<file path="src/verilog/usc_defines.svh">
// register map, field positions, reset values and timing counts of the serial block
`ifndef USC_DEFINES_SVH
`define USC_DEFINES_SVH
`define USC_OFF_STATUS 8'h00
`define USC_OFF_CTL1 8'h04
`define USC_OFF_CTL2 8'h08
`define USC_OFF_DATA 8'h0c
`define USC_OFF_BAUD 8'h10
`define USC_OFF_MODE 8'h14
`define USC_ST_PERR 7
`define USC_ST_NOISE 6
`define USC_ST_FERR 5
`define USC_ST_OVR 4
`define USC_ST_RIDLE 3
`define USC_ST_RAVAIL 2
`define USC_ST_TIDLE 1
`define USC_ST_TEMPTY 0
`define USC_C1_EN 7
`define USC_C1_LEN9 6
`define USC_C1_PAREN 5
`define USC_C1_PARODD 4
`define USC_C1_STOP2 3
`define USC_C1_BRK 2
`define USC_C1_RX9 1
`define USC_C1_TX9 0
`define USC_C2_TXEN 7
`define USC_C2_RXEN 6
`define USC_C2_HISPD 5
`define USC_C2_RIE 2
`define USC_MODE_SEL 0
`define USC_RST_CTL1 8'h00
`define USC_RST_CTL2 8'h00
`define USC_RST_BAUD 8'h00
`define USC_RST_MODE 8'h00
`define USC_OSR_LAST 4'hf
`define USC_SMP_A 4'h7
`define USC_SMP_C 4'h9
`define USC_LOW_PRE_LAST 2'h3
`define USC_BRK_LAST 4'hc
`endif

</file>
<file path="src/verilog/usc_pkg.sv">
// types shared by the serial block
package usc_pkg;
	typedef enum logic [2:0] {
		USC_TX_IDLE = 3'h0,
		USC_TX_START = 3'h1,
		USC_TX_DATA = 3'h3,
		USC_TX_PAR = 3'h2,
		USC_TX_STOP = 3'h6,
		USC_TX_BRK = 3'h7
	} usc_tx_e;
	typedef enum logic [2:0] {
		USC_RX_IDLE = 3'h0,
		USC_RX_START = 3'h1,
		USC_RX_DATA = 3'h3,
		USC_RX_PAR = 3'h2,
		USC_RX_STOP = 3'h6
	} usc_rx_e;
endpackage : usc_pkg

</file>
<file path="src/verilog/usc_uart.sv">
// asynchronous serial transceiver with status, control and shared data register on ahb-lite
//
// Summary of operation
// - noise flag set with receive-available, never on an overrun.
// - status read then data access clears noise, framing and overrun flags.
// - framing flag follows the stop bit of the current character.
// - overflow sets overrun and blocks transfers into data register while set.
// - receiver-idle low from start detection until stop bit ends.
// - word transfer sets available, error flags and interrupt event same cycle.
// - available clears after seen status read, data read, no more data.
// - transmitter-idle set when empty and nothing sending; line high then.
// - transmitter-idle clears on seen status read then data write.
// - transmit-empty set on shift load, cleared by seen read then write.
// - transmit-empty set whenever transmitter enable, block enable or mode is clear.
// - pins float with block disabled or mode clear, else follow tx and rx enables.
// - disable aborts, clears tx and rx enables, break, flags; sets idle/empty flags.
// - eight or nine bit words; ninth bit write-only out, read-only in.
// - parity added and checked only when enabled; odd when type is one.
// - one stop bit or two stop bits by stop select.
// - break waits for buffered data then holds line low 13 bits minimum.
// - transmitter drives line only with its enable, block enable and mode.
// - control registers come up all zero.
// - words shift least significant bit first at baud rate.
// - free 8-bit divider, rate clock over 64(N+1) or 16(N+1).
// - parity mismatch on a received word sets parity error flag.
`include "usc_defines.svh"
`timescale 1ns/100ps
`default_nettype none
module usc_uart
	import usc_pkg::*;
#(
	parameter int ADDR_W = 8
)
(
	// clock and reset
	input wire logic mclk_i,
	input wire logic sys_rst_i,
	// ahb-lite slave
	input wire logic hsel_i,
	input wire logic [ADDR_W-1:0] haddr_i,
	input wire logic [1:0] htrans_i,
	input wire logic hwrite_i,
	input wire logic [2:0] hsize_i,
	input wire logic [31:0] hwdata_i,
	input wire logic hready_i,
	output logic [31:0] hrdata_o,
	output logic hreadyout_o,
	output logic hresp_o,
	// serial pins
	input wire logic rx_i,
	output logic tx_o,
	output logic tx_oe_o,
	output logic rx_claim_o,
	// receive event
	output logic rx_event_o
);
	generate
		if (ADDR_W < 8)
		begin : g_chk
			$error("ADDR_W must be at least 8");
		end
	endgenerate

	logic rd_pend, wr_pend;
	logic [7:0] addr_q;
	logic [7:0] ctl1, ctl2, baud, mode;
	logic [7:0] next_ctl1, next_ctl2;
	logic [7:0] rx_data, rd_val, wdata;
	logic rx_ninth, rx_avail, ovr, noise, ferr, perr, ridle, tidle, tempty;
	logic seen, snap_avail, snap_tidle, snap_tempty;
	logic active, tx_run, rx_run, ov_tick;
	logic [7:0] div_cnt;
	logic [1:0] pre_cnt;
	usc_tx_e tx_state;
	usc_rx_e rx_state;
	logic [8:0] tx_shift, hold_data;
	logic hold_full, tx_line, tx_par, tx_load;
	logic [3:0] tx_os, tx_cnt;
	logic [3:0] rx_os, rx_cnt;
	logic [8:0] rx_shift;
	logic [2:0] rx_smp;
	logic rx_noise_acc, rx_par_acc, rx_done, rx_fe, rx_pe, rx_nz;
	logic maj, smp_noise, transfer, data_rd, data_wr;

	// bus strobes come from the latched address phase
	assign wdata = hwdata_i[7:0];
	assign data_rd = rd_pend && (addr_q == `USC_OFF_DATA);
	assign data_wr = wr_pend && (addr_q == `USC_OFF_DATA);
	assign active = ctl1[`USC_C1_EN] && mode[`USC_MODE_SEL];
	assign tx_run = active && ctl2[`USC_C2_TXEN];
	assign rx_run = active && ctl2[`USC_C2_RXEN];

	// reads take one wait state so a write just before is already visible
	always_ff @(posedge mclk_i)
	begin
		if (sys_rst_i)
		begin
			rd_pend <= 1'b0;
			wr_pend <= 1'b0;
			addr_q <= 8'h00;
			hrdata_o <= 32'h0000_0000;
			hreadyout_o <= 1'b1;
			hresp_o <= 1'b0;
		end
		else
		begin
			wr_pend <= hsel_i && htrans_i[1] && hready_i && hwrite_i;
			rd_pend <= hsel_i && htrans_i[1] && hready_i && !hwrite_i;
			if (hsel_i && htrans_i[1] && hready_i)
				addr_q <= haddr_i[7:0];
			if (rd_pend)
			begin
				hrdata_o <= {24'h00_0000, rd_val};
				hreadyout_o <= 1'b1;
			end
			else if (hsel_i && htrans_i[1] && hready_i && !hwrite_i)
				hreadyout_o <= 1'b0;
		end
	end

	// read multiplexer; unmapped offsets read zero
	always_comb
	begin
		case (addr_q)
			`USC_OFF_STATUS: rd_val = {perr, noise, ferr, ovr, ridle, rx_avail, tidle, tempty};
			`USC_OFF_CTL1: rd_val = {ctl1[7:2], rx_ninth, 1'b0};
			`USC_OFF_CTL2: rd_val = ctl2;
			`USC_OFF_DATA: rd_val = rx_data;
			`USC_OFF_BAUD: rd_val = baud;
			`USC_OFF_MODE: rd_val = mode;
			default: rd_val = 8'h00;
		endcase
	end

	// control writes, then the disable side effects on top
	always_comb
	begin
		next_ctl1 = ctl1;
		next_ctl2 = ctl2;
		if (wr_pend && addr_q == `USC_OFF_CTL1)
			next_ctl1 = {wdata[7:2], 1'b0, wdata[0]};
		if (wr_pend && addr_q == `USC_OFF_CTL2)
			next_ctl2 = wdata;
		if (!next_ctl1[`USC_C1_EN])
		begin
			next_ctl1[`USC_C1_BRK] = 1'b0;
			next_ctl2[`USC_C2_TXEN] = 1'b0;
			next_ctl2[`USC_C2_RXEN] = 1'b0;
		end
	end

	// configuration registers
	always_ff @(posedge mclk_i)
	begin
		if (sys_rst_i)
		begin
			ctl1 <= `USC_RST_CTL1;
			ctl2 <= `USC_RST_CTL2;
			baud <= `USC_RST_BAUD;
			mode <= `USC_RST_MODE;
		end
		else
		begin
			ctl1 <= next_ctl1;
			ctl2 <= next_ctl2;
			if (wr_pend && addr_q == `USC_OFF_BAUD)
				baud <= wdata;
			if (wr_pend && addr_q == `USC_OFF_MODE)
				mode <= {7'h00, wdata[0]};
		end
	end

	// baud divider gives a 16x oversampling tick; low speed adds a divide by four
	assign ov_tick = (div_cnt == baud) && (ctl2[`USC_C2_HISPD] || pre_cnt == `USC_LOW_PRE_LAST);
	always_ff @(posedge mclk_i)
	begin
		if (sys_rst_i || !active)
		begin
			div_cnt <= 8'h00;
			pre_cnt <= 2'h0;
		end
		else if (div_cnt == baud)
		begin
			div_cnt <= 8'h00;
			pre_cnt <= pre_cnt + 2'h1;
		end
		else
			div_cnt <= div_cnt + 8'h01;
	end

	// transmitter; leaving enable aborts the frame and drops the holding word
	assign tx_load = (tx_state == USC_TX_IDLE) && hold_full && tx_run;
	always_ff @(posedge mclk_i)
	begin
		if (sys_rst_i || !tx_run)
		begin
			tx_state <= USC_TX_IDLE;
			tx_line <= 1'b1;
			hold_full <= 1'b0;
			hold_data <= 9'h000;
			tx_shift <= 9'h000;
			tx_par <= 1'b0;
			tx_os <= 4'h0;
			tx_cnt <= 4'h0;
		end
		else
		begin
			if (data_wr)
			begin
				hold_data <= {ctl1[`USC_C1_TX9], wdata};
				hold_full <= 1'b1;
			end
			if (ov_tick)
				tx_os <= tx_os + 4'h1;
			case (tx_state)
				USC_TX_IDLE:
				begin
					tx_line <= 1'b1;
					tx_os <= 4'h0;
					tx_cnt <= 4'h0;
					if (hold_full)
					begin
						tx_shift <= hold_data;
						tx_par <= ^(ctl1[`USC_C1_LEN9] ? hold_data : {1'b0, hold_data[7:0]}) ^ ctl1[`USC_C1_PARODD];
						hold_full <= data_wr;
						tx_line <= 1'b0;
						tx_state <= USC_TX_START;
					end
					else if (ctl1[`USC_C1_BRK])
					begin
						tx_line <= 1'b0;
						tx_state <= USC_TX_BRK;
					end
				end
				USC_TX_START:
					if (ov_tick && tx_os == `USC_OSR_LAST)
					begin
						tx_line <= tx_shift[0];
						tx_state <= USC_TX_DATA;
					end
				USC_TX_DATA:
					if (ov_tick && tx_os == `USC_OSR_LAST)
					begin
						tx_shift <= {1'b0, tx_shift[8:1]};
						tx_cnt <= tx_cnt + 4'h1;
						if (tx_cnt == (ctl1[`USC_C1_LEN9] ? 4'h8 : 4'h7))
						begin
							tx_cnt <= 4'h0;
							tx_line <= ctl1[`USC_C1_PAREN] ? tx_par : 1'b1;
							tx_state <= ctl1[`USC_C1_PAREN] ? USC_TX_PAR : USC_TX_STOP;
						end
						else
							tx_line <= tx_shift[1];
					end
				USC_TX_PAR:
					if (ov_tick && tx_os == `USC_OSR_LAST)
					begin
						tx_line <= 1'b1;
						tx_state <= USC_TX_STOP;
					end
				USC_TX_STOP:
					if (ov_tick && tx_os == `USC_OSR_LAST)
					begin
						tx_cnt <= 4'h1;
						if (!ctl1[`USC_C1_STOP2] || tx_cnt != 4'h0)
							tx_state <= USC_TX_IDLE;
					end
				USC_TX_BRK:
					if (ov_tick && tx_os == `USC_OSR_LAST)
					begin
						if (tx_cnt != `USC_BRK_LAST)
							tx_cnt <= tx_cnt + 4'h1;
						else if (!ctl1[`USC_C1_BRK])
						begin
							tx_line <= 1'b1;
							tx_state <= USC_TX_IDLE;
						end
					end
				default: tx_state <= USC_TX_IDLE;
			endcase
		end
	end

	// centre samples 7..9 voted; any disagreement counts as noise
	assign maj = (rx_smp[0] & rx_smp[1]) | (rx_smp[1] & rx_smp[2]) | (rx_smp[0] & rx_smp[2]);
	assign smp_noise = !(&rx_smp) && (|rx_smp);

	// receiver; a start that is high at its centre is taken as a glitch
	always_ff @(posedge mclk_i)
	begin
		if (sys_rst_i || !rx_run)
		begin
			rx_state <= USC_RX_IDLE;
			rx_os <= 4'h0;
			rx_cnt <= 4'h0;
			rx_shift <= 9'h000;
			rx_smp <= 3'h7;
			rx_noise_acc <= 1'b0;
			rx_par_acc <= 1'b0;
			rx_done <= 1'b0;
			rx_fe <= 1'b0;
			rx_pe <= 1'b0;
			rx_nz <= 1'b0;
		end
		else
		begin
			rx_done <= 1'b0;
			if (ov_tick)
				rx_os <= rx_os + 4'h1;
			if (ov_tick && rx_os >= `USC_SMP_A && rx_os <= `USC_SMP_C)
				rx_smp <= {rx_smp[1:0], rx_i};
			case (rx_state)
				USC_RX_IDLE:
				begin
					rx_os <= 4'h0;
					rx_cnt <= 4'h0;
					rx_noise_acc <= 1'b0;
					if (!rx_i)
						rx_state <= USC_RX_START;
				end
				USC_RX_START:
					if (ov_tick && rx_os == `USC_OSR_LAST)
					begin
						rx_noise_acc <= smp_noise;
						rx_par_acc <= ctl1[`USC_C1_PARODD];
						rx_state <= maj ? USC_RX_IDLE : USC_RX_DATA;
					end
				USC_RX_DATA:
					if (ov_tick && rx_os == `USC_OSR_LAST)
					begin
						rx_noise_acc <= rx_noise_acc | smp_noise;
						rx_par_acc <= rx_par_acc ^ maj;
						rx_cnt <= rx_cnt + 4'h1;
						if (ctl1[`USC_C1_LEN9])
							rx_shift <= {maj, rx_shift[8:1]};
						else
							rx_shift <= {1'b0, maj, rx_shift[7:1]};
						if (rx_cnt == (ctl1[`USC_C1_LEN9] ? 4'h8 : 4'h7))
							rx_state <= ctl1[`USC_C1_PAREN] ? USC_RX_PAR : USC_RX_STOP;
					end
				USC_RX_PAR:
					if (ov_tick && rx_os == `USC_OSR_LAST)
					begin
						rx_noise_acc <= rx_noise_acc | smp_noise;
						rx_par_acc <= rx_par_acc ^ maj;
						rx_state <= USC_RX_STOP;
					end
				USC_RX_STOP:
					if (ov_tick && rx_os == `USC_OSR_LAST)
					begin
						rx_done <= 1'b1;
						rx_fe <= !maj;
						rx_pe <= ctl1[`USC_C1_PAREN] && rx_par_acc;
						rx_nz <= rx_noise_acc | smp_noise;
						rx_state <= USC_RX_IDLE;
					end
				default: rx_state <= USC_RX_IDLE;
			endcase
		end
	end

	// a finished word moves in only when the data register and overrun are clear
	assign transfer = rx_done && !rx_avail && !ovr;

	// status flags; every set except that of seen is written after its clear so the set wins
	always_ff @(posedge mclk_i)
	begin
		if (sys_rst_i || !ctl1[`USC_C1_EN])
		begin
			rx_avail <= 1'b0;
			ovr <= 1'b0;
			noise <= 1'b0;
			ferr <= 1'b0;
			perr <= 1'b0;
			ridle <= 1'b1;
			tidle <= 1'b1;
			tempty <= 1'b1;
			seen <= 1'b0;
			snap_avail <= 1'b0;
			snap_tidle <= 1'b0;
			snap_tempty <= 1'b0;
			rx_data <= 8'h00;
			rx_ninth <= 1'b0;
		end
		else
		begin
			ridle <= (rx_state == USC_RX_IDLE);
			if (rd_pend && addr_q == `USC_OFF_STATUS)
			begin
				seen <= 1'b1;
				snap_avail <= rx_avail;
				snap_tidle <= tidle;
				snap_tempty <= tempty;
			end
			if ((data_rd || data_wr) && seen)
			begin
				seen <= 1'b0;
				ovr <= 1'b0;
				noise <= 1'b0;
				ferr <= 1'b0;
				perr <= 1'b0;
				if (data_rd && snap_avail)
					rx_avail <= 1'b0;
				if (data_wr && snap_tidle)
					tidle <= 1'b0;
				if (data_wr && snap_tempty)
					tempty <= 1'b0;
			end
			if (tx_load || !tx_run)
				tempty <= 1'b1;
			if (tempty && tx_state == USC_TX_IDLE && !hold_full && !data_wr && !ctl1[`USC_C1_BRK])
				tidle <= 1'b1;
			if (rx_done && (rx_avail || ovr))
				ovr <= 1'b1;
			if (transfer)
			begin
				rx_data <= rx_shift[7:0];
				rx_ninth <= rx_shift[8];
				rx_avail <= 1'b1;
				noise <= rx_nz;
				ferr <= rx_fe;
				perr <= rx_pe;
			end
		end
	end

	// pin drivers and receive event, all registered
	always_ff @(posedge mclk_i)
	begin
		if (sys_rst_i)
		begin
			tx_o <= 1'b1;
			tx_oe_o <= 1'b0;
			rx_claim_o <= 1'b0;
			rx_event_o <= 1'b0;
		end
		else
		begin
			tx_o <= tx_line;
			tx_oe_o <= tx_run;
			rx_claim_o <= rx_run;
			rx_event_o <= transfer && ctl2[`USC_C2_RIE];
		end
	end
endmodule : usc_uart
`default_nettype wire

</file>
<file path="config.mk">
export PLATFORM = sky130hd
export DESIGN_NAME = usc_uart
export DESIGN_NICKNAME = d
export VERILOG_FILES = /design/src/verilog/usc_pkg.sv /design/src/verilog/usc_uart.sv
export VERILOG_INCLUDE_DIRS = /design/src /design/src/verilog
export SDC_FILE = /design/constraint.sdc
export NUM_CORES = 1
export LEC_CHECK = 0
export BUFFER_PORTS_ARGS = -buffer_cell sky130_fd_sc_hd__buf_2
export CAP_MARGIN = 0
export CELL_PAD_IN_SITES_DETAIL_PLACEMENT = 1
export CELL_PAD_IN_SITES_GLOBAL_PLACEMENT = 2
export CORE_ASPECT_RATIO = 0.8
export CORE_MARGIN = 2
export CORE_UTILIZATION = 31
export DETAILED_ROUTE_END_ITERATION = 10
export PLACE_DENSITY = 0.82
export RECOVER_POWER = 50
export SYNTH_ARGS = -nofsm -noshare
export SYNTH_HDL_FRONTEND = slang
export SYNTH_SLANG_ARGS = --single-unit
</file>
<file path="constraint.sdc">
create_clock -name mclk_i -period 2.06 [get_ports mclk_i]
set_clock_uncertainty 0.05 [all_clocks]
set_input_delay 0.103 -clock mclk_i [delete_from_list [all_inputs] [get_ports mclk_i]]
set_output_delay 0.103 -clock mclk_i [all_outputs]
set_load 0.03 [all_outputs]
</file>
# Word level (Yosys, flattened, before mapping)
# Index checks and enable logic that the tools add are counted.
totals:
  regBits: 139
  in_bits: 51
  wordCells: 272
classes:
  order_cmp: 2
  eq_ne: 40
  add_sub_neg: 6
  bitwise_logic: 10
  reduce_logical: 97
  n_mux: 66
ops:
  columns: ["op", "n"]
  rows:
  - ["3-bit 2-to-1 mux", 18]
  - ["8-bit one-hot mux with 6 select lines", 1]
  - ["9-bit 2-to-1 mux", 4]
  - ["1-bit logical AND", 35]
  - ["2-bit != test, second input constant", 17]
  - ["4-bit 2-to-1 mux", 7]
  - ["1-bit 2-to-1 mux", 26]
  - ["2-bit OR reduction", 10]
  - ["3-bit one-hot mux with 6 select lines", 1]
  - ["9-bit one-hot mux with 2 select lines", 1]
  - ["4-bit by 1-bit adder with 4-bit output, second input constant", 4]
  - ["8-bit by 4-bit equality test with 1-bit output, second input constant", 2]
  - ["8-bit by 5-bit equality test with 1-bit output, second input constant", 2]
  - ["4-bit one-hot mux with 4 select lines", 1]
  - ["3-bit one-hot mux with 5 select lines", 1]
  - ["2-bit AND reduction", 7]
  - ["1-bit logical NOT", 13]
  - ["3-bit by 2-bit equality test with 1-bit output, second input constant", 4]
  - ["3-bit AND reduction", 4]
  - ["2-bit nonzero test", 6]
  - ["10-bit AND reduction", 1]
  - ["3-bit equality test, second input constant", 3]
  - ["1-bit logical OR", 9]
  - ["9-bit parity", 1]
  - ["other kinds (32)", 43]

# Depth between registers and ports, before layout
# Gate-level depths: netlist of the first run.
depth:
  depth_word: 6
  mapped_depth: 7
  ltp_nobuf: 7

# Least setup slack after synthesis of the first run
# Ideal clock, no wire load.
synth_path:
  path_type: "reg2reg"
  startpoint: "register div_cnt[0]"
  endpoint: "register tx_cnt[0]"
  slack_ns: 0.140
  arrival_ns: 1.800
  period_less_slack_ns: 1.920
  stages_incl_launch_ff: 6
  t_required_ns: 1.940
  setup_ns: 0.070
  path_cell_list: "dfxtp_1 -> xnor2_2 -> nand4_4 -> or4_4 -> a2111o_1 -> a21oi_1"
synth_between:
  elab_chain_cells: 5
synth_rtl:
  columns: ["item", "line_no", "text"]
  rows:
  - ["start: declaration", "usc_uart.sv:72", "logic [7:0] div_cnt;"]
  - ["start signal: assignment", "usc_uart.sv:188", "div_cnt <= div_cnt + 8'h01;"]
  - ["8-bit equality test *", "usc_uart.sv:174", "assign ov_tick = (div_cnt == baud) && (ctl2[`USC_C2_HISPD] || pre_cnt == `USC_LOW_PRE_LAST);"]
  - ["1-bit logical AND *", "usc_uart.sv:174", null]
  - ["1-bit logical AND (no source line) *", null, null]
  - ["2-bit != test (no source line)", null, null]
  - ["5-bit AND reduction (no source line) *", null, null]
  - ["end signal: assignment", "usc_uart.sv:245", "tx_cnt <= tx_cnt + 4'h1;"]
  - ["end signal: assignment", "usc_uart.sv:272", "tx_cnt <= tx_cnt + 4'h1;"]
  - ["end: declaration", "usc_uart.sv:78", "logic [3:0] tx_os, tx_cnt;"]
# Every way passes the cells marked *; elsewhere a longest branch is shown, timed or not.
# A chain may end at the register's enable or synchronous reset.

# Final worst setup path of the first run
layout_path:
  startpoint: "register baud[0]"
  endpoint: "register tx_shift[7]"
layout_between:
  elab_chain_cells: 5
layout_rtl:
  columns: ["item", "line_no", "text"]
  rows:
  - ["start: declaration", "usc_uart.sv:66", "logic [7:0] ctl1, ctl2, baud, mode;"]
  - ["start signal: assignment", "usc_uart.sv:159", "baud <= `USC_RST_BAUD;"]
  - ["start signal: assignment", "usc_uart.sv:167", "baud <= wdata;"]
  - ["8-bit equality test", "usc_uart.sv:174", null]
  - ["1-bit logical AND", "usc_uart.sv:174", null]
  - ["1-bit logical AND (no source line)", null, null]
  - ["2-bit != test (no source line)", null, null]
  - ["3-bit AND reduction (no source line)", null, null]
  - ["end signal: assignment", "usc_uart.sv:223", "tx_shift <= hold_data;"]
  - ["end signal: assignment", "usc_uart.sv:244", "tx_shift <= {1'b0, tx_shift[8:1]};"]
  - ["end: declaration", "usc_uart.sv:76", "logic [8:0] tx_shift, hold_data;"]
# Every way passes these cells.

==> metrics.md, run 1 <==
| Metric | Value |
|---|---|
| Post-synth EDFFs | 0 |
| CP endpoint kind | flip-flop |
| Synth Area in Adders | 1.88% |
| CP Class | reg2reg |
| Total grt overflow | 0 |
| Clock power share | 51.7% |
| Nets | 916 |
| Fill count | 2,417 |
| DRT antenna net count | 0 |
| Maximum vdd drop | 0.445 mV |
| Largest family of logic cells by synthesized area | simple AND/OR/NAND/NOR gates |
| Outcome | completed |
| Mux share of post-synthesis cell area | 3.55% |
| Setup TNS Final | 0 ps |
| Tmin final | 1970 ps |
| DP HPWL | 13,800 um |
| GR Util met2 | 27.6% |
| Die area | 0.0222 mm^2 |
| Largest area contributor in the netlist | dfxtp_1 |
| Remaining DRCs | 0 |
| Antenna Cells | 0 |
| Achievable frequency | 508 MHz |
| Yosys warnings | 0 |
| Initial Utilization | 31.6% |
| I/O pins | 89 |
| Cell variety after synth | 68 |
| Drt wl/cell | 17.2 um |
| Worst setup path end | tx_shift[7]$_SDFFE_PP0P_ |
| Slew Limit Headroom | 49.8% |
| Die Y | 134 um |
| Fin. Hold Viols | 0 |
| Largest net degree at the start of global routing | 28 |
| Flop pwr share | 44.4% |
| Count leader, synth | dfxtp_1 |
| Initial drt markers | 396 |
| Synth Area in Simple Gates | 24.5% |
| Post CTS Setup Buffer Count | 0 |
| Crit Reg-Reg Endpoint | tx_shift[7]$_SDFFE_PP0P_ |
| Commonest cells post-synth | dfxtp_1, nand2_1, a21oi_1, nand3_1, nor2_1 |
| Layout cell share with drive strength beyond 1 | 14.4% |
| Power Internal | 4720 uW |
| GRT Resource Usage Total | 17.9% |
| Startpoint class of the critical path | flip-flop |
| Worst setup startpoint | baud[0]$_SDFFE_PP0P_ |
| Cts bufs inserted | 17 |
| Drt total wl | 19,500 um |
| Clock Path Buffers | 2 |
| Vias per cell | 5.23 |
| Top FF cell, synth | dfxtp_1 |
| Initial antenna violation count | 0 |
| RSZ-0062 raised after global routing | true |
| Max-cap violations | 0 |
| Final WS setup | 90.4 ps |
| CP max FO | 17 |
| Switching share of total power | 22.5% |
| Pleak | 0.00288 uW |
| Gpl congestion | 0.809 |
| Core area | 0.0206 mm^2 |
| Cells after Synth | 776 |
| Critical path data arrival time | 2280 ps |
| Worst-path clk slew | 60 ps |
| H-tree Lvls | 4 |
| Worst-Margin Slew | 753 ps |
| Final period util | 95.6% |
| Synth top area share | 42.7% |
| Avg Synthesized Cell Area | 8.40 um^2 |
| Buffers on Ports | 35 |
| Met3 Use GR | 3.24% |
| Clk_lat worst skew | 430 ps |
| Complex-gate fraction of the synthesized area | 16.2% |
| Clock Sinks | 139 |
| Xor and xnor fraction of the mapped netlist area | 4.76% |
| Setup Slack @ Placement | 56.2 ps |
| Die W | 166 um |
| Layout area overhead | 22.0% |
| Row count | 47 |
| Worst r2r src | baud[0]$_SDFFE_PP0P_ |
| Worst endpoint required time | 2370 ps |
| Async set-reset flop share out of synthesis | 0% |
| FF+latch count, synth | 139 |
| Cell area after synthesis | 0.00651 mm^2 |
| Vias in the first global route | 5,928 |
| Vias post-DR | 5,943 |
| Root cell of the clock tree | clkbuf_16 |
| Switching power | 1370 uW |
| R2r setup slk | 90 ps |
| Hold crit path type | in2reg |
| Slew Viols, Final | 0 |
| CTS tree | built |
| Final setup viols | 0 |
| Logic gate share of total power | 3.9% |
| Power Dens Cells | 766 mW/mm^2 |
| Met1 usage | 25.5% |
| DR pass1 iterations | 7 |
| Seq/Total Area, Yosys | 42.7% |
| Largest cells by area after synthesis | dfxtp_1, nand2_1, a21oi_1 |
| First-pass GRT wire length | 31,700 um |
| GRT Max-Usage Layer | met2 |
| Reg2Reg Depth | 7 |
## worst max-delay path: stages (launching register included)
cell	delay [ps]
dfxtp_1	460
xnor2_2	180
and4_2	350
buf_4	160
nand4_1	100
buf_4	230
a211o_1	320
nand2_1	60
## timing repair
action	in CTS	in global routing
endpoints found under the setup margin	0	20
resized for setup	0	14
endpoints found under the hold margin	42	0
hold buffers	18	0
## power by group through the flow
stage          sequential [uW]  clock [uW]  combinational (uW)
2_1_floorplan             2760           0                 164
3_5_place_dp              2760           0                 214
3_3_place_gp              2760           0                 214
5_1_grt                   2700        3320                 255
6_report                  2700        3150                 238
4_1_cts                   2700        3240                 241
## how the worst min path moves through the flow
stage                                        end  startpoint  depth (start not counted)
after floorplan               rd_pend$_SDFF_PP0_    hwrite_i                          1
after global placement        rd_pend$_SDFF_PP0_    hwrite_i                          2
after detailed placement      rd_pend$_SDFF_PP0_    hwrite_i                          2
after CTS                 addr_q[5]$_SDFFE_PP0P_   sys_rst_i                          2
after global routing      addr_q[5]$_SDFFE_PP0P_   sys_rst_i                          2
final                       ctl2[1]$_SDFFE_PP0P_   sys_rst_i                          2
## cells in the final DEF (no fill, tap or decap), types with 4 or more instances in the layout
cell type      count
dfxtp_1          134
nand2_1          122
a21oi_1           85
nand3_1           60
nor2_1            46
buf_4             42
conb_1            25
mux2i_1           22
buf_2             21
clkbuf_1          19
nand4_1           18
dlygate4sd3_1     18
clkbuf_16         17
inv_1             14
xnor2_1           14
nor3_1            12
xor2_1            12
o21ai_0           11
a22oi_1            9
ha_1               9
and3_1             8
a21o_1             8
a211o_1            8
nor4_1             7
a222oi_1           7
or3_1              7
nor3b_1            6
and4_1             6
xnor2_2            6
o211ai_1           6
nand2b_1           5
and2_1             4
o31ai_1            4
dfxtp_2            4
clkbuf_2           4
## logic make-up (layout without fill, tap and decap cells)
kind of cell | count (synthesis) | count (layout)
AND/OR/NAND/NOR | 323 | 323
AO/OA/AOI/OAI | 165 | 165
flip-flops | 139 | 139
buffers and inverters | 83 | 150
XOR/XNOR | 32 | 32
multiplexers | 23 | 23
adder cells (fa/ha/maj) | 10 | 10
other | 1 | 25
## through the flow
stage | total power [uW] | hold WS (ps) | std cells | util [%] | cell area, um^2
after floorplan | 2930 | 130 | 800 | - | 6610
after global placement | 2980 | 245 | 1088 | 34.8 | 7190
after detailed placement | 2980 | 242 | 1088 | 34.8 | 7190
after CTS | 6180 | 15.8 | 1136 | 38.6 | 7970
after global routing | 6280 | 49.8 | 1136 | 38.5 | 7950
final | 6090 | 22.6 | 1136 | 38.5 | 7950
## layer usage
metal	vias to the layer above	wire length, um
met5	-	0
met4	0	256
met3	20	680
met2	105	8760
met1	2943	9840
li1	2875	-
## registers in the layout, summed over array words and instances (netlist names), 2 cells and up
register   cells
rx_smp         3
rx_shift       9
baud           8
tx_os          4
tx_cnt         4
rx_os          4
pre_cnt        2
hold_data      9
rx_data        8
hrdata_o       8
tx_state       3
rx_state       3
div_cnt        8
tx_shift       9
addr_q         8
ctl1           7
rx_cnt         4
ctl2           8
## final cells by class
type                    instances  area [um^2]  area share [%]
flip-flops and latches        139         2790            35.1
clock buffers                  19          453            5.70
multi-input cells             578         3440            43.2
well taps                     269          337            4.23
repair buffers                106          732            9.21
clock inverters                11          146            1.84
inverters                      14         52.6           0.661
No activity file was read; power rests on OpenSTA's default activity.
==> inputs of run 2 (changes only) <==
CELL_PAD_IN_SITES_DETAIL_PLACEMENT = 0   (was 1)
CELL_PAD_IN_SITES_GLOBAL_PLACEMENT = 1   (was 2)
CORE_MARGIN = 4   (was 2)
CORE_UTILIZATION = 39   (was 31)
==> metrics.md, run 2 (synthesized netlist as in run 1, its figures left out) <==
| Metric | Value |
|---|---|
| Fin. Hold Viols | 0 (unchanged) |
| GRT Resource Usage Total | 17.9% (about the same) |
| Nets | 918 (+0.22%) |
| DR pass1 iterations | 6 (-1) |
| CP max FO | 8 (-9) |
| Final period util | 95.4% (-0.18 points) |
| Core area | 0.0161 mm^2 (-22%) |
| Most frequent cells in the layout | dfxtp_1, nand2_1, a21oi_1 |
| Cts bufs inserted | 17 (unchanged) |
| Vias post-DR | 5,777 (-2.8%) |
| Pleak | 0.00289 uW (+0.28%) |
| Power Internal | 4620 uW (-2.1%) |
| Clock power share | 51.5% (-0.2 points) |
| CP endpoint kind | flip-flop |
| Critical path data arrival time | 2290 ps (about the same) |
| Met1 WL | 8510 um (-14%) |
| Most common cell after layout, fill and taps aside | dfxtp_1 |
| CTS tree | built |
| Total grt overflow | 0 (unchanged) |
| Row count | 41 (-13%) |
| First-pass GRT wire length | 27,200 um (-14%) |
| Top Registers | hold_data: 9 flops, rx_shift: 9 flops, tx_shift: 9 flops |
| Switching share of total power | 23.7% (+1.1 points) |
| Switching power | 1430 uW (+4.2%) |
| Register area | 0.00279 mm^2 (-0.13%) |
| Achievable frequency | 509 MHz (+0.19%) |
| Fill count | 1,550 (-36%) |
| Clock Sinks | 139 (unchanged) |
| Worst hold slack | 137 ps (+115 ps) |
| Maximum vdd drop | 0.527 mV (+18%) |
| Antenna Cells | 0 (unchanged) |
| Remaining DRCs | 0 (unchanged) |
| Tmin final | 1970 ps (-3.80 ps) |
| Initial antenna violation count | 0 (unchanged) |
| Layout area overhead | 21.0% |
| Outcome | completed |
| Slew Viols, Final | 0 (unchanged) |
| Power Dens Cells | 768 mW/mm^2 (+0.16%) |
| Max-cap violations | 0 (unchanged) |
| Root cell of the clock tree | clkbuf_16 |
| H-tree Lvls | 4 (unchanged) |
| Die Y | 124 um (-7.5%) |
| Worst-path clk slew | 60 ps (about the same) |
| Initial drt markers | 480 (+21%) |
| Drt total wl | 16,700 um (-15%) |
| Clk_lat worst skew | 420 ps (about the same) |
| Overall Power | 6050 uW (-0.71%) |
| CP Buf/Inv Count | 0 (-2) |
| Slew Limit Headroom | 50.9% (+1.1 points) |
| Routed wl met2 | 6990 um (-20%) |
| Vias per cell | 5.32 (+1.7%) |
| Detail Route met3 WL | 1030 um (+52%) |
| DRT antenna net count | 0 (unchanged) |
| Footprint of the multi-input gates | 0.00343 mm^2 (-0.15%) |
| Largest net degree at the start of global routing | 28 (unchanged) |
| Worst endpoint required time | 2380 ps (about the same) |
| Die W | 153 um (-8.2%) |
| Vias in the first global route | 5,145 (-13%) |
| Layout cell share with drive strength beyond 1 | 14.1% (-0.30 points) |
| Gpl congestion | 0.846 (+4.5%) |
| I/O pins | 89 (unchanged) |
| Drt wl/cell | 15.4 um (-11%) |
| Final setup viols | 0 (unchanged) |
| Buffers on Ports | 35 (unchanged) |
| Core Util, Final | 49.1% (+11 points) |
| Flop pwr share | 44.7% (+0.3 points) |
| Slowest cell on crit path | and2_0 |
| CP Cell Sequence | nor4b_1 > and2_0 > a222oi_1 > a21oi_1 > a21o_1 |
| Hold crit path type | in2reg |
| Cell family with most CP delay | simple AND/OR/NAND/NOR gates |
| Worst-Margin Slew | 736 ps (-16.5 ps) |
| DP HPWL | 12,000 um (-13%) |
| Largest stage delay on the critical path | 480 ps (+20 ps) |
| CP Class | reg2reg |
| Startpoint class of the critical path | flip-flop |
| Die area | 0.0188 mm^2 (-15%) |
| Clock Path Buffers | 2 (unchanged) |
| Top Layer Used | met4 |
| Initial Utilization | 40.6% (+9.0 points) |
| Logic gate share of total power | 3.8% (about the same) |
[run 2: timing repair]
item,4_1_cts,5_1_grt
hold endpoints to repair,43,0
buffers inserted,0,1
resized for setup,0,10
setup endpoints to repair,0,16
hold buffers,20,0
[run 2: area by class of cell]
type	count	share of cell area (%)
flip-flops and latches	139	35.4
multi-input cells	578	43.6
clock inverters	13	1.95
repair buffers	108	9.41
inverters	14	0.667
well taps	215	3.41
clock buffers	19	5.62
[run 2: worst paths after layout]
path	startpoint	to	slack, ps	cells after the start
hold / removal	htrans_i[1]	addr_q[6]$_SDFFE_PP0P_	140	4
setup / recovery	addr_q[0]$_SDFFE_PP0P_	hrdata_o[6]$_SDFFE_PP0P_	90	5
hold reg to reg	tx_line$_SDFFE_PP1P_	tx_o$_SDFF_PP1_	400	1
setup reg to reg	addr_q[0]$_SDFFE_PP0P_	hrdata_o[6]$_SDFFE_PP0P_	90	5
[run 2: through the flow]
step                setup WS (ps)  instance area, um^2  instances  setup TNS (ps)
floorplan                     140                 6610        800               0
global placement              102                 7090       1033               0
detailed placement           79.4                 7090       1033               0
CTS                          60.6                 7890       1085               0
global route                -14.7                 7880       1086           -28.5
finish                       94.2                 7880       1086               0
[run 2: tightest hold or removal path: stages]
cell and delay, ps:
buf_2 100, and3_1 210, nand2_1 90, a21oi_1 50
[run 2: routing by layer]
metal | vias up | global-route usage (%)
met3 | 17 | 3.58
met1 | 2679 | 27.3
met5 | - | 0
met2 | 181 | 25.4
met4 | 0 | 5.29
li1 | 2900 | -
[run 2: power groups by stage]
stage | Clock [uW] | Combinational (uW) | Sequential, uW
global route | 3290 | 247 | 2700
floorplan | 0 | 164 | 2760
global placement | 0 | 203 | 2760
CTS | 3160 | 231 | 2700
detailed placement | 0 | 202 | 2760
finish | 3120 | 230 | 2700
==> inputs of run 3 (changes only) <==
HOLD_SLACK_MARGIN = 0.1   (was not set)
SETUP_SLACK_MARGIN = 0.5   (was not set)
==> metrics.md, run 3 (synthesized netlist as in run 1, its figures left out) <==
| Metric | Value |
|---|---|
| Achievable frequency | 511 MHz (+0.50%) |
| Worst-Margin Slew | 653 ps (-83.4 ps) |
| Remaining DRCs | 0 (unchanged) |
| Clock power share | 50.2% (-1.3 points) |
| Most frequent cells in the layout | dfxtp_1, nand2_1, buf_4 |
| CTS tree | built |
| Flop pwr share | 44.8% (about the same) |
| Drt total wl | 20,300 um (+21%) |
| Root cell of the clock tree | clkbuf_16 |
| Layout area overhead | 46.2% |
| Vias post-DR | 6,316 (+9.3%) |
| Reg2Reg Depth | 6 (+1) |
| Crit Reg-Reg Endpoint | rx_nz$_SDFFE_PP0P_ |
| GRT Resource Usage Total | 20.7% (+2.9 points) |
| Worst setup path end | rx_nz$_SDFFE_PP0P_ |
| Switching power | 1480 uW (+3.4%) |
| Die W | 153 um (unchanged) |
| Critical path data arrival time | 2220 ps (-70 ps) |
| DR pass1 iterations | 5 (-1) |
| Pleak | 0.00342 uW (+18%) |
| Slowest cell on crit path | or4_4 |
| Register area | 0.00284 mm^2 (+2.0%) |
| Vias per cell | 5.55 (+4.4%) |
| Cells after DPL | 1,019 (-1.4%) |
| Drt wl/cell | 17.8 um (+16%) |
| Gpl congestion | 0.836 (-1.1%) |
| Most common cell after layout, fill and taps aside | dfxtp_1 |
| R2r setup slk | 100 ps (about the same) |
| Antenna Cells | 0 (unchanged) |
| Worst-path clk slew | 60 ps (about the same) |
| CP endpoint kind | flip-flop |
| Final setup viols | 0 (unchanged) |
| RSZ-0062 raised after global routing | true |
| Layout Cells excl Fill | 1,137 (+4.7%) |
| CP max FO | 6 (-2) |
| DRT antenna net count | 0 (unchanged) |
| Footprint of the multi-input gates | 0.00443 mm^2 (+29%) |
| Core area | 0.0161 mm^2 (unchanged) |
| Fin. Hold Viols | 0 (unchanged) |
| Clock Sinks | 139 (unchanged) |
| Initial Utilization | 40.6% (unchanged) |
| Power Dens Cells | 632 mW/mm^2 (-18%) |
| Final period util | 95.0% (-0.47 points) |
| Initial antenna violation count | 0 (unchanged) |
| CP Buf/Inv Count | 1 (+1) |
| Buffers on Ports | 35 (unchanged) |
| Largest stage delay on the critical path | 530 ps (+50 ps) |
| H-tree Lvls | 4 (unchanged) |
| Vias in the first global route | 5,961 (+16%) |
| Die area | 0.0188 mm^2 (unchanged) |
| Cell family with most CP delay | simple AND/OR/NAND/NOR gates |
| Cts bufs inserted | 17 (unchanged) |
| Clk_lat worst skew | 420 ps (about the same) |
| Startpoint class of the critical path | flip-flop |
| Switching share of total power | 24.6% (+0.95 points) |
| Power Internal | 4540 uW (-1.8%) |
| Nets | 969 (+5.6%) |
| Die Y | 124 um (unchanged) |
| Worst path depth | 6 (+1) |
| CP Class | reg2reg |
| Setup TNS Final | 0 ps (unchanged) |
| Tmin final | 1960 ps (-9.69 ps) |
| DP HPWL | 12,100 um (+0.41%) |
| Top Registers | hold_data: 9 flops, rx_shift: 9 flops, tx_shift: 9 flops |
| Hold crit path type | in2reg |
| Worst r2r src | baud[4]$_SDFFE_PP0P_ |
| Maximum vdd drop | 0.568 mV (+7.9%) |
| Layout cell share with drive strength beyond 1 | 37.9% (+24 points) |
| Max-cap violations | 0 (unchanged) |
| Worst setup startpoint | baud[4]$_SDFFE_PP0P_ |
| I/O pins | 89 (unchanged) |
| Largest net degree at the start of global routing | 28 (unchanged) |
| Total grt overflow | 0 (unchanged) |
| Slew Viols, Final | 0 (unchanged) |
| Initial drt markers | 563 (+17%) |
| Row count | 41 (unchanged) |
| Fill count | 1,333 (-14%) |
| Worst endpoint required time | 2320 ps (-60 ps) |
| Clock Path Buffers | 2 (unchanged) |
| Outcome | completed |
| Overall Power | 6020 uW (-0.56%) |
| Slew Limit Headroom | 56.4% (+5.5 points) |
| Logic gate share of total power | 5.0% (+1.2 points) |
| CP Cell Sequence | xnor2_1 > buf_4 > and2_4 > nand4_4 > or4_4 > o211a_1 |
| First-pass GRT wire length | 31,600 um (+16%) |
-- run 3: cell types whose count changed in the layout (fill, tap and decap cells not counted), moves of 21 or more --
cell     previous run  this run
a21oi_1            86        54
nand2_1           122        87
dfxtp_1           135       111
a21oi_2             0        31
nand3_1            60        38
buf_6               0        32
nand2_2             1        22
-- run 3: tightest hold or removal path, delay by kind of cell --
family / cells / cell delay [ps]
buffers and inverters: 2 / 340
and+or+nand+nor: 1 / 110
-- run 3: timing repair --
action                                  CTS  global route
gates cloned                              8             0
pin swaps                                91            74
endpoints found under the hold margin    48             2
hold buffers                             18             2
buffers inserted                         39            19
gates resized for setup                 156           128
endpoints found under the setup margin  109           111
-- run 3: worst min-delay path by stage --
stage                         start                endpoint  slack, ps  depth (start not counted)
after floorplan            hwrite_i      rd_pend$_SDFF_PP0_        130                          1
after global routing      sys_rst_i  addr_q[5]$_SDFFE_PP0P_        130                          3
final                     sys_rst_i    mode[0]$_SDFFE_PP0P_        130                          3
after detailed placement   hwrite_i      rd_pend$_SDFF_PP0_        240                          2
after CTS                 sys_rst_i        ridle$_SDFF_PP1_        -90                          3
after global placement     hwrite_i      rd_pend$_SDFF_PP0_        240                          2
-- run 3: layout make-up --
cell class	instances	area share [%]
Tap cell	215	2.82
Sequential cell	139	29.8
Inverter	14	0.565
Clock inverter	12	1.05
Multi-Input combinational cell	580	46.6
Clock buffer	20	5.14
Timing Repair Buffer	157	14.0
-- run 3: per-stage QoR --
| stage | hold slack (ps) | cell area [um^2] | setup slack [ps] | util [%] |
|---|---|---|---|---|
| finish | 133 | 9520 | 104 | 59.3 |
| global route | 130 | 9520 | 57.5 | 59.3 |
| CTS | -90.4 | 8940 | 214 | 55.7 |
| detailed placement | 245 | 7180 | 89.8 | 44.7 |
| global placement | 241 | 7180 | 126 | 44.7 |
| floorplan | 130 | 6870 | 238 | - |
-- run 3: power by group through the flow --
stage	logic (uW)	clock network [uW]	registers (uW)
floorplan	171	0	2760
global placement	200	0	2760
detailed placement	201	0	2760
CTS	277	3050	2690
global route	313	3190	2700
finish	298	3020	2700
-- run 3: per-layer routing --
layer | vias up | track usage [%] | wire length [um]
li1 | 3004 | - | -
met1 | 3047 | 29.7 | 9440
met2 | 223 | 32.3 | 9180
met3 | 42 | 3.72 | 1310
met4 | 0 | 6.07 | 343
met5 | - | 0 | 0
